### src/hbgc_pkg.sv
// Purpose: constants and types of the half-bridge gate control block
// Assumes: core clock of 125 MHz; straps arrive as already resolved codes
// Notes:   all timing counts derive from the clock period below

package hbgc_pkg;

  // ----------------------------------------------------------------
  // modes
  // ----------------------------------------------------------------
  typedef enum logic [1:0] {
    HBGC_TWO_IN,
    HBGC_ONE_IN,
    HBGC_INDEP
  } hbgc_mode_t;

  // ----------------------------------------------------------------
  // widths
  // ----------------------------------------------------------------
  localparam int STRAP_W  = 3;
  localparam int GAIN_W   = 2;
  localparam int DT_W     = 7;
  localparam int OCP_TH_W = 4;

  // ----------------------------------------------------------------
  // timing
  // ----------------------------------------------------------------
  localparam int CLK_PERIOD_NS = 8;
  localparam int DT_MIN_NS     = 20;
  localparam int DT_MAX_NS     = 900;
  localparam int TCP_LOW_US    = 250;
  localparam int FLT_CLR_NS    = 8000;
  localparam int CFG_WIN_NS    = 2000;
  localparam int DT_MIN_CYC    = (DT_MIN_NS + CLK_PERIOD_NS - 1) / CLK_PERIOD_NS;
  localparam int DT_MAX_CYC    = DT_MAX_NS / CLK_PERIOD_NS;
  localparam int TCP_LOW_CYC   =
    (TCP_LOW_US * 1000 + CLK_PERIOD_NS - 1) / CLK_PERIOD_NS;
  localparam int FLT_CLR_CYC   = (FLT_CLR_NS + CLK_PERIOD_NS - 1) / CLK_PERIOD_NS;
  localparam int CFG_WIN_CYC   = (CFG_WIN_NS + CLK_PERIOD_NS - 1) / CLK_PERIOD_NS;

  // ----------------------------------------------------------------
  // strap level codes
  // ----------------------------------------------------------------
  localparam logic [STRAP_W-1:0] DTM_TWO_NODT = 3'h0;
  localparam logic [STRAP_W-1:0] DTM_TWO_MIN  = 3'h1;
  localparam logic [STRAP_W-1:0] DTM_ONE_MIN  = 3'h2;
  localparam logic [STRAP_W-1:0] DTM_INDEP    = 3'h3;
  localparam logic [STRAP_W-1:0] DTM_TWO_ADJ  = 3'h4;
  localparam logic [STRAP_W-1:0] DTM_ONE_ADJ  = 3'h5;
  localparam logic [STRAP_W-1:0] IDRV_VGS_LVL = 3'h7;
  localparam logic [STRAP_W-1:0] OCP_LVL_OPEN = 3'h7;
  localparam logic [STRAP_W-1:0] OCP_EXT_NUM  = 3'h6;
  localparam logic [OCP_TH_W-1:0] OCP_EXT_BASE = 4'h7;

  localparam logic [DT_W-1:0] DT_MIN_C = DT_W'(DT_MIN_CYC);
  localparam logic [DT_W-1:0] DT_MAX_C = DT_W'(DT_MAX_CYC);
  localparam logic [DT_W-1:0] DT_ZERO  = 7'h00;

  // clamp a requested dead time into the legal window
  function automatic logic [DT_W-1:0] dt_clamp(input logic [DT_W-1:0] v);
    logic [DT_W-1:0] r;
    r = v;
    if (v < DT_MIN_C) begin
      r = DT_MIN_C;
    end else if (v > DT_MAX_C) begin
      r = DT_MAX_C;
    end
    return r;
  endfunction

endpackage

### src/hbgc_dt_gate.sv
// Purpose: turn-on delay of one gate behind the opposite gate
// Assumes: opp_on_i is the registered opposite gate command
// Notes:   gate drops in the same cycle its request drops; only turn-on waits
`timescale 1ns/1ps

module hbgc_dt_gate
  import hbgc_pkg::*;
(
  // clock and reset
  input  wire logic            core_clk_i,
  input  wire logic            rst_n_i,
  // control
  input  wire logic            req_i,
  input  wire logic            opp_on_i,
  input  wire logic            vgs_mode_i,
  input  wire logic            opp_vgs_low_i,
  input  wire logic [DT_W-1:0] dt_cyc_i,
  // result
  output logic                 on_o
);

  logic [DT_W-1:0] cnt_ff;
  logic            on_ff;

  assign on_o = on_ff;

  always_ff @(posedge core_clk_i) begin
    if (!rst_n_i) begin
      cnt_ff <= DT_ZERO;
      on_ff  <= 1'b0;
    end else if (!req_i || opp_on_i) begin
      cnt_ff <= DT_ZERO;
      on_ff  <= 1'b0;
    end else if (vgs_mode_i) begin
      on_ff  <= on_ff | opp_vgs_low_i;
    end else if (cnt_ff >= dt_cyc_i) begin
      on_ff  <= 1'b1;
    end else begin
      cnt_ff <= cnt_ff + 7'h01;
    end
  end

endmodule

### src/hbgc_top.sv
// Purpose: pwm decode, dead time, pump enable, straps and fault pin
// Assumes: straps are resolved level codes; reset only at power-up
// Notes:   gates stay off until the straps have been captured
`timescale 1ns/1ps

module hbgc_top
  import hbgc_pkg::*;
#(
  parameter int TCP_CYC     = TCP_LOW_CYC,
  parameter int CLR_CYC     = FLT_CLR_CYC,
  parameter int WIN_CYC     = CFG_WIN_CYC,
  parameter bit SHARED_PIN  = 1'b0
)
(
  // clock and reset
  input  wire logic                core_clk_i,
  input  wire logic                rst_n_i,
  // pwm inputs
  input  wire logic                pwm_primary_in_i,
  input  wire logic                pwm_secondary_in_i,
  // shutdown and shared pin
  input  wire logic                shutdown_in_n_i,
  input  wire logic                shared_fault_shutdown_n_i,
  // straps
  input  wire logic [STRAP_W-1:0]  deadtime_mode_strap_i,
  input  wire logic [DT_W-1:0]     deadtime_adjust_i,
  input  wire logic [STRAP_W-1:0]  gate_current_strap_a_i,
  input  wire logic [STRAP_W-1:0]  gate_current_strap_b_i,
  input  wire logic [STRAP_W-1:0]  overcurrent_threshold_strap_i,
  input  wire logic                overcurrent_threshold_pulse_i,
  input  wire logic [GAIN_W-1:0]   amp_gain_strap_i,
  // monitors
  input  wire logic                hs_vgs_low_i,
  input  wire logic                ls_vgs_low_i,
  input  wire logic                ocp_event_i,
  input  wire logic                fault_detect_i,
  // gate commands
  output logic                     high_gate_out_o,
  output logic                     low_gate_out_o,
  output logic                     trickle_pump_o,
  // configuration results
  output logic [1:0]               mode_o,
  output logic [DT_W-1:0]          deadtime_cyc_o,
  output logic                     vgs_deadtime_o,
  output logic [STRAP_W-1:0]       gate_current_a_o,
  output logic [STRAP_W-1:0]       gate_current_b_o,
  output logic [OCP_TH_W-1:0]      ocp_threshold_o,
  output logic                     hs_ocp_en_o,
  output logic                     ls_ocp_en_o,
  output logic [GAIN_W-1:0]        amp_gain_o,
  output logic                     cfg_done_o,
  // open-drain fault pin
  output logic                     fault_out_n_o,
  output logic                     fault_out_n_oe_n_o
);

  // ----------------------------------------------------------------
  // state
  // ----------------------------------------------------------------
  hbgc_mode_t            mode_ff;
  logic [DT_W-1:0]       dt_ff;
  logic                  vgs_ff;
  logic [STRAP_W-1:0]    ida_ff;
  logic [STRAP_W-1:0]    idb_ff;
  logic [STRAP_W-1:0]    ocp_lvl_ff;
  logic                  cfg_done_ff;
  logic [15:0]           win_cnt_ff;
  logic [1:0]            pulse_cnt_ff;
  logic                  pulse_d_ff;
  logic                  ocp_done_ff;
  logic [OCP_TH_W-1:0]   ocp_th_ff;
  logic                  hs_ocp_ff;
  logic                  ls_ocp_ff;
  logic [GAIN_W-1:0]     gain_ff;
  logic                  ocp_lat_ff;
  logic [15:0]           clr_cnt_ff;
  logic [17:0]           tcp_cnt_ff;
  logic                  tcp_ff;
  logic                  hg_ff;
  logic                  lg_ff;
  logic                  fault_oe_n_ff;
  logic                  fault_lvl_ff;

  logic                  hs_req;
  logic                  ls_req;
  logic                  hs_dt_on;
  logic                  ls_dt_on;
  logic                  kill;
  logic                  fault_any;
  logic                  both_low;
  logic                  clr_done;

  // ----------------------------------------------------------------
  // strap capture after power-up reset
  // ----------------------------------------------------------------
  always_ff @(posedge core_clk_i) begin
    if (!rst_n_i) begin
      mode_ff     <= HBGC_TWO_IN;
      dt_ff       <= DT_ZERO;
      vgs_ff      <= 1'b0;
      ida_ff      <= '0;
      idb_ff      <= '0;
      ocp_lvl_ff  <= OCP_LVL_OPEN;
      cfg_done_ff <= 1'b0;
    end else if (!cfg_done_ff) begin
      cfg_done_ff <= 1'b1;
      ida_ff      <= gate_current_strap_a_i;
      idb_ff      <= gate_current_strap_b_i;
      ocp_lvl_ff  <= overcurrent_threshold_strap_i;
      vgs_ff      <= (gate_current_strap_a_i == IDRV_VGS_LVL) ||
                     (gate_current_strap_b_i == IDRV_VGS_LVL);
      unique case (deadtime_mode_strap_i)
        DTM_TWO_NODT: begin
          mode_ff <= HBGC_TWO_IN;
          dt_ff   <= DT_ZERO;
        end
        DTM_ONE_MIN: begin
          mode_ff <= HBGC_ONE_IN;
          dt_ff   <= DT_MIN_C;
        end
        DTM_INDEP: begin
          mode_ff <= HBGC_INDEP;
          dt_ff   <= DT_ZERO;
        end
        DTM_TWO_ADJ: begin
          mode_ff <= HBGC_TWO_IN;
          dt_ff   <= dt_clamp(deadtime_adjust_i);
        end
        DTM_ONE_ADJ: begin
          mode_ff <= HBGC_ONE_IN;
          dt_ff   <= dt_clamp(deadtime_adjust_i);
        end
        // unused levels fall back to the safest protected setting
        default: begin
          mode_ff <= HBGC_TWO_IN;
          dt_ff   <= DT_MIN_C;
        end
      endcase
    end
  end

  // ----------------------------------------------------------------
  // threshold pulse window
  // ----------------------------------------------------------------
  // exactly one pulse counts; a second one is read as a noisy strap
  always_ff @(posedge core_clk_i) begin
    if (!rst_n_i) begin
      win_cnt_ff   <= '0;
      pulse_cnt_ff <= 2'h0;
      pulse_d_ff   <= 1'b0;
      ocp_done_ff  <= 1'b0;
      ocp_th_ff    <= '0;
      hs_ocp_ff    <= 1'b0;
      ls_ocp_ff    <= 1'b0;
    end else begin
      pulse_d_ff <= overcurrent_threshold_pulse_i;
      if (cfg_done_ff && !ocp_done_ff) begin
        win_cnt_ff <= win_cnt_ff + 16'h0001;
        if (overcurrent_threshold_pulse_i && !pulse_d_ff &&
            pulse_cnt_ff != 2'h3) begin
          pulse_cnt_ff <= pulse_cnt_ff + 2'h1;
        end
        if (win_cnt_ff >= 16'(WIN_CYC)) begin
          ocp_done_ff <= 1'b1;
          if (pulse_cnt_ff == 2'h1 && ocp_lvl_ff < OCP_EXT_NUM) begin
            ocp_th_ff <= OCP_EXT_BASE + {1'b0, ocp_lvl_ff};
          end else begin
            ocp_th_ff <= {1'b0, ocp_lvl_ff};
          end
          hs_ocp_ff <= (ocp_lvl_ff != OCP_LVL_OPEN);
          ls_ocp_ff <= (ocp_lvl_ff != OCP_LVL_OPEN) &&
                       (mode_ff != HBGC_INDEP);
        end
      end
    end
  end

  // ----------------------------------------------------------------
  // amplifier gain follows its strap
  // ----------------------------------------------------------------
  always_ff @(posedge core_clk_i) begin
    if (!rst_n_i) begin
      gain_ff <= '0;
    end else begin
      gain_ff <= amp_gain_strap_i;
    end
  end

  // ----------------------------------------------------------------
  // overcurrent latch and fault pin
  // ----------------------------------------------------------------
  assign both_low  = !pwm_primary_in_i && !pwm_secondary_in_i;
  assign clr_done  = both_low && (clr_cnt_ff >= 16'(CLR_CYC - 1));
  assign fault_any = ocp_lat_ff || fault_detect_i;

  always_ff @(posedge core_clk_i) begin
    if (!rst_n_i) begin
      ocp_lat_ff <= 1'b0;
      clr_cnt_ff <= '0;
    end else begin
      if (!ocp_lat_ff || !both_low) begin
        clr_cnt_ff <= '0;
      end else if (!clr_done) begin
        clr_cnt_ff <= clr_cnt_ff + 16'h0001;
      end
      // a new event in the clearing cycle keeps the latch set
      if (ocp_event_i && (hs_ocp_ff || ls_ocp_ff)) begin
        ocp_lat_ff <= 1'b1;
      end else if (clr_done) begin
        ocp_lat_ff <= 1'b0;
      end
    end
  end

  always_ff @(posedge core_clk_i) begin
    if (!rst_n_i) begin
      fault_oe_n_ff <= 1'b1;
      fault_lvl_ff  <= 1'b0;
    end else begin
      fault_oe_n_ff <= !fault_any;
      fault_lvl_ff  <= 1'b0;
    end
  end

  // ----------------------------------------------------------------
  // pwm decode
  // ----------------------------------------------------------------
  always_comb begin
    hs_req = 1'b0;
    ls_req = 1'b0;
    unique case (mode_ff)
      HBGC_TWO_IN: begin
        // both high or both low leave the node floating
        hs_req = pwm_primary_in_i && !pwm_secondary_in_i;
        ls_req = pwm_secondary_in_i && !pwm_primary_in_i;
      end
      HBGC_ONE_IN: begin
        hs_req = pwm_secondary_in_i && pwm_primary_in_i;
        ls_req = pwm_secondary_in_i && !pwm_primary_in_i;
      end
      HBGC_INDEP: begin
        hs_req = pwm_primary_in_i;
        ls_req = pwm_secondary_in_i;
      end
    endcase
  end

  hbgc_dt_gate u_hs_dt (
    .core_clk_i    (core_clk_i),
    .rst_n_i       (rst_n_i),
    .req_i         (hs_req),
    .opp_on_i      (lg_ff),
    .vgs_mode_i    (vgs_ff),
    .opp_vgs_low_i (ls_vgs_low_i),
    .dt_cyc_i      (dt_ff),
    .on_o          (hs_dt_on)
  );

  hbgc_dt_gate u_ls_dt (
    .core_clk_i    (core_clk_i),
    .rst_n_i       (rst_n_i),
    .req_i         (ls_req),
    .opp_on_i      (hg_ff),
    .vgs_mode_i    (vgs_ff),
    .opp_vgs_low_i (hs_vgs_low_i),
    .dt_cyc_i      (dt_ff),
    .on_o          (ls_dt_on)
  );

  // ----------------------------------------------------------------
  // gate outputs
  // ----------------------------------------------------------------
  // shutdown skips the mode logic entirely so it works before config too
  assign kill = !shutdown_in_n_i ||
                (SHARED_PIN && !shared_fault_shutdown_n_i) ||
                fault_any || !cfg_done_ff;

  always_ff @(posedge core_clk_i) begin
    if (!rst_n_i) begin
      hg_ff <= 1'b0;
      lg_ff <= 1'b0;
    end else if (kill) begin
      hg_ff <= 1'b0;
      lg_ff <= 1'b0;
    end else if (mode_ff == HBGC_INDEP) begin
      hg_ff <= hs_req;
      lg_ff <= ls_req;
    end else begin
      hg_ff <= hs_dt_on && hs_req;
      lg_ff <= ls_dt_on && ls_req;
    end
  end

  // ----------------------------------------------------------------
  // trickle pump
  // ----------------------------------------------------------------
  always_ff @(posedge core_clk_i) begin
    if (!rst_n_i) begin
      tcp_cnt_ff <= '0;
      tcp_ff     <= 1'b0;
    end else if (mode_ff == HBGC_INDEP && cfg_done_ff) begin
      tcp_cnt_ff <= '0;
      tcp_ff     <= 1'b1;
    end else if (pwm_secondary_in_i) begin
      tcp_cnt_ff <= '0;
      tcp_ff     <= 1'b0;
    end else if (tcp_cnt_ff >= 18'(TCP_CYC - 1)) begin
      tcp_ff     <= 1'b1;
    end else begin
      tcp_cnt_ff <= tcp_cnt_ff + 18'h00001;
    end
  end

  // ----------------------------------------------------------------
  // outputs
  // ----------------------------------------------------------------
  assign high_gate_out_o    = hg_ff;
  assign low_gate_out_o     = lg_ff;
  assign trickle_pump_o     = tcp_ff;
  assign mode_o             = mode_ff;
  assign deadtime_cyc_o     = dt_ff;
  assign vgs_deadtime_o     = vgs_ff;
  assign gate_current_a_o   = ida_ff;
  assign gate_current_b_o   = idb_ff;
  assign ocp_threshold_o    = ocp_th_ff;
  assign hs_ocp_en_o        = hs_ocp_ff;
  assign ls_ocp_en_o        = ls_ocp_ff;
  assign amp_gain_o         = gain_ff;
  assign cfg_done_o         = cfg_done_ff;
  assign fault_out_n_o      = fault_lvl_ff;
  assign fault_out_n_oe_n_o = fault_oe_n_ff;

endmodule

### config.mk
export PLATFORM = sky130hd
export DESIGN_NAME = hbgc_top
export DESIGN_NICKNAME = d
export VERILOG_FILES = /design/src/hbgc_pkg.sv /design/src/hbgc_dt_gate.sv /design/src/hbgc_top.sv
export SDC_FILE = /design/constraint.sdc
export NUM_CORES = 1
export LEC_CHECK = 0
export ABC_AREA = 1
export BUFFER_PORTS_ARGS = -buffer_cell sky130_fd_sc_hd__buf_2
export CAP_MARGIN = 20
export CORE_MARGIN = 1.5
export CORE_UTILIZATION = 60
export CTS_BUF_LIST = sky130_fd_sc_hd__clkbuf_4
export DETAILED_ROUTE_END_ITERATION = 12
export PLACE_DENSITY = 0.81
export SLEW_MARGIN = 20
export SYNTH_ARGS = -nofsm -noshare
export SYNTH_HDL_FRONTEND = slang
export SYNTH_SLANG_ARGS = --single-unit
### constraint.sdc
create_clock -name core_clk_i -period 2.35 [get_ports core_clk_i]
set_input_delay 0.705 -clock core_clk_i [delete_from_list [all_inputs] [get_ports core_clk_i]]
set_output_delay 0.705 -clock core_clk_i [all_outputs]
set_load 0.1 [all_outputs]
* Word-level counts from Yosys, hierarchy flattened
Index checks and enable logic that the tools add are counted.
** Word-level totals
- Register bits :: 103
- Input bits :: 32
- Output and inout bits :: 30
- Logic and storage cells :: 130
** Operators by class
- Add/sub/neg operators :: 7
- Order comparisons :: 8
- Eq/ne operators :: 12
- Mux-type cells :: 19
- Bitwise logic cells :: 6
- Reduce and logical (&&, ||, !) cells :: 52
** Operator list (count)
- $add A16 B1 Y16 const B :: 2
- $add A18 B1 Y18 const B :: 1
- $ge A18 B15 Y1 const B :: 1
- $ge A16 B10 Y1 const B :: 1
- $ge A16 B8 Y1 const B :: 1
- $reduce_or A2 Y1 :: 8
- $add A7 B1 Y7 const B :: 2
- $ge A7 B7 Y1 :: 2
- $logic_and A1 B1 Y1 :: 14
- $mux W7 :: 2
- $pmux W7 S2 :: 1
- $eq A3 B3 Y1 const B :: 4
- $mux W1 :: 12
- $logic_not A1 Y1 :: 11
- $logic_or A1 B1 Y1 :: 8
- $reduce_and A2 Y1 :: 4
- $gt A7 B7 Y1 const B :: 1
- $lt A7 B2 Y1 const B :: 1
- $eq A3 B2 Y1 const B :: 2
- $reduce_bool A2 Y1 :: 3
- $add A3 B3 Y4 const A :: 1
- $eq A2 B1 Y1 const B :: 2
- $mux W4 :: 1
- $ne A2 B2 Y1 const B :: 2
- other kinds (13) :: 17

* Depth between registers and ports, before layout
- Word-level depth :: 6
- Gate-level depth with buffers :: 11

* By module
From an unflattened synthesis, not the netlist that was laid out.
** Unflattened totals
- Cell total of the unflattened synthesis :: 797
- Area total of the unflattened synthesis :: 5556.6 sq um
** By module, submodules not included
- hbgc_top :: instances 1, cells an instance 599, area each 4287.9 sq um
- hbgc_dt_gate :: instances 2, cells an instance 99, area each 634.4 sq um

* Worst setup path after synthesis
No wires, ideal clock.
- Path kind :: flip-flop to flip-flop
- From :: register dt_ff[4], in the netlist deadtime_cyc_o[4]
- To :: register u_hs_dt.cnt_ff[0]
- Setup time :: 0.116 ns
- Data arrival time :: 2.279 ns
- Slack :: -0.045 ns
- Stages on the path, launching flop included :: 9
- Path through :: dfxtp_1 > inv_1 > ha_1 > a21oi_1 > nor2_1 > nor2_1 > nand2_1 > o21ai_0 > nor2_1
** On the way
- Word-level cells in the longest chain between the ends :: 3
** RTL lines
- start, declared :: RTL line hbgc_top.sv:61 : logic [DT_W-1:0] dt_ff;
- start signal, assigned :: RTL line hbgc_top.sv:127 : dt_ff <= dt_clamp(deadtime_adjust_i);
- start signal, assigned :: RTL line hbgc_top.sv:131 : dt_ff <= dt_clamp(deadtime_adjust_i);
- $ge A7 B7 Y1 :: RTL line hbgc_dt_gate.sv:36 : end else if (cnt_ff >= dt_cyc_i) begin
- $not A1 Y1 (no line)
- $reduce_and A2 Y1 (no line)
- end signal, assigned :: RTL line hbgc_dt_gate.sv:39 : cnt_ff <= cnt_ff + 7'h01;
- end, declared :: RTL line hbgc_dt_gate.sv:22 : logic [DT_W-1:0] cnt_ff;
Every way passes these cells.
A chain may end at the register's enable or synchronous reset.

* Final worst setup path
- From :: register cfg_done_ff, in the netlist cfg_done_o
- To :: output port cfg_done_o
** RTL lines
- start, declared :: RTL line hbgc_top.sv:66 : logic cfg_done_ff;
- start signal, assigned :: RTL line hbgc_top.sv:104 : cfg_done_ff <= 1'b0;
- start signal, assigned :: RTL line hbgc_top.sv:106 : cfg_done_ff <= 1'b1;
- end, declared :: RTL line hbgc_top.sv:51 : output logic cfg_done_o,
No word-level cell between the ends.

==> impl_metrics.csv <==
group,metric,value,unit
clock_network,ctsResizeCount,0,
timing,worst_pin_slew,555,ps
clock_network,clock_latency,480,ps
synthesis,synthesis.area,5350,um2
synthesis,async_reset_ff_share,0,%
global_routing,grt_pass1_vias,4922,
hold_path,holdCritPathClass,"primary input to flip-flop",
timing,skew,18.0,ps
route,drtPass1Iterations,5,
power,leakage,0.00252,uW
clock_network,numCtsBuffers,9,
power,ir_worst_vdd,0.449,mV
critical_path,path_cells,"buf_2",
synthesis,post_synth.cell_area_avg,7.08,um2
layout,drive_gt1_share,12.7,%
placement,dpl.hpwl,9240,um
synthesis,synth_flop_cell,"dfxtp_1",
route,vias,5026,
clock_network,postCtsHoldBufs,0,
global_routing,antenna_found_initial,0,
power,powerDensity,537,nW/um2
synthesis,synth_cells,755,
die,coreArea,8680,um2
critical_path,crit_fanout,8,
die,die-area,9490,um2
layout,final_common_cell,"nand2_1",
critical_path,crit_type,"flip-flop to primary output",
die,die_w,97.4,um
clock_network,cts_setup_buffers,0,
timing,tns,0,ps
route,via_per_inst,5.41,
critical_path,critPathMaxStageDelay,550,ps
timing,hold_viol,0,
clock_network,cts.path.max_buffers,2,
route,met1_length,5500,um
synthesis,synth_seq_cells,103,
layout,synthToLayoutAreaGrowth,9.80,%
timing,setup_viol,0,
layout,diodes,0,
die,die_y,97.4,um
critical_path,worstSetupStartpointType,"flip-flop",
clock_network,clock-root-buffer,"clkbuf_4",
layout,design_area,5870,um2
timing,period_needed,2240,ps
layout,num-fill-cells,788,
timing,max_freq,446,MHz
timing,slew_violations,0,
critical_path,critPathArrivalTime,1540,ps
synthesis,yosys_warnings,0,
placement,portBuffers,59,
global_routing,track_usage,26.9,%
critical_path,slowest_stage,"dfxtp_1",
placement,place_congestion,0.864,
power,total_power,3150,uW
critical_path,path_buf_inv,1,
timing,fin_crit_sh,95.4,%
global_routing,grt_max_degree,23,
synthesis,yosysUniqueCellTypes,40,
synthesis,synth-edff-count,0,
route,drc,0,
timing,fin_ws,108,ps
clock_network,cts_num_sinks,103,
die,rows,34,
die,initial_utilization,61.6,%
timing,relSlewSlack,62.6,%
critical_path,cp-end-kind,"primary output",
critical_path,cp.required,1640,ps
route,routed_wl,12200,um
route,top_layer,"met4",
global_routing,grt_pass1_wl,21400,um
route,drtAntennaViolNets,0,
timing,rsz0062_at_grt,"no",
route,wire_per_inst,13.1,um
placement,place_area,5740,um2
layout,nets,875,
critical_path,crit_family,"flip-flops",
die,pin_count,62,
clock_network,tritoncts,"yes",
placement,pre_cts_ws,329,ps
route,wl_met3,642,um
layout,final_cell_mix,"nand2_1 (151), dfxtp_1 (102), inv_1 (96)",
critical_path,reg2reg_slack,350,ps
run_status,outcome,"finished, final reports clean",
job,maxCapViolCount,0,
route,routed-wl-met2,5730,um
clock_network,path_clk_slew,160,ps
clock_network,htreeDepth,3,
synthesis,syn_nets,813,
synthesis,synth_seq_area_share,38.6,%
route,drt_iter0_markers,261,
global_routing,grt_overflow,0,
-- where the power goes --
part	internal, uW	switching [uW]	leakage [uW]
clock	327	610	0.0000708
sequential	1780	32.1	0.000836
combinational	99.5	304	0.00161
total	2210	946	0.00252
-- flip-flops by register name (all words and copies together) (netlist names), 3 cells and up --
name and flops:
u_hs_dt.cnt_ff 7, gate_current_b_o 3, gate_current_a_o 3, tcp_cnt_ff 18, clr_cnt_ff 16, ocp_threshold_o 4
deadtime_cyc_o 7, ocp_lvl_ff 3, u_ls_dt.cnt_ff 7, win_cnt_ff 16
-- stage by stage --
| step | utilization [%] | hold WS (ps) | instances |
|---|---|---|---|
| 2_1_floorplan | - | 434 | 755 |
| 3_3_place_gp | 66.1 | 442 | 914 |
| 3_5_place_dp | 66.1 | 451 | 914 |
| 4_1_cts | 67.7 | 396 | 929 |
| 5_1_grt | 67.7 | 405 | 929 |
| 6_report | 67.7 | 405 | 929 |
-- final timing paths --
check | start | endpoint | depth (start not counted)
setup reg to reg | deadtime_cyc_o[4] | u_hs_dt.cnt_ff[0] | 8
hold / removal | amp_gain_strap_i[1] | amp_gain_o[1] | 3
hold reg to reg | u_ls_dt.on_o | u_ls_dt.on_o | 2
setup / recovery | cfg_done_o | cfg_done_o | 1
-- layer usage --
| metal | vias to the layer above | GRT usage [%] |
|---|---|---|
| met5 | - | 0 |
| met4 | 0 | 9.56 |
| met3 | 27 | 6.40 |
| met2 | 143 | 45.6 |
| met1 | 2277 | 33.5 |
| li1 | 2579 | - |
-- Yosys cell counts, types with 4 or more instances --
| cell | number | area (um2) |
|---|---|---|
| nand2_1 | 151 | 567 |
| dfxtp_1 | 103 | 2060 |
| inv_1 | 96 | 360 |
| nor2_1 | 86 | 323 |
| a21oi_1 | 73 | 365 |
| nand3_1 | 69 | 345 |
| o21ai_0 | 33 | 165 |
| ha_1 | 26 | 325 |
| nor3_1 | 17 | 85.1 |
| xor2_1 | 17 | 149 |
| nand4_1 | 11 | 68.8 |
| xnor2_1 | 10 | 87.6 |
| inv_2 | 5 | 18.8 |
| nor3_2 | 5 | 50.1 |
| buf_2 | 4 | 20.0 |
| nand2_2 | 4 | 25.0 |
| o22ai_1 | 4 | 25.0 |
-- area by class of cell --
type,instances,area (um2),area share [%]
well taps,108,135,2.30
clock buffers,9,67.6,1.15
flip-flops and latches,103,2060,35.1
inverters,102,383,6.52
multi-input cells,537,2820,48.1
repair buffers,64,333,5.67
clock inverters,6,67.6,1.15
-- cell families (layout without fill, tap and decap cells) --
kind of cell / after synthesis / count (layout) / synth area share, %
and+or+nand+nor: 356 / 356 / 29.3
AOI/OAI and AO/OA: 127 / 127 / 12.9
buffers and inverters: 115 / 181 / 8.66
DFF: 103 / 103 / 38.6
xor gates and xnor gates: 27 / 27 / 4.42
adders and majority gates: 26 / 26 / 6.08
other: 1 / 1 / 0.0701
Power figures use the tool's default switching activity.
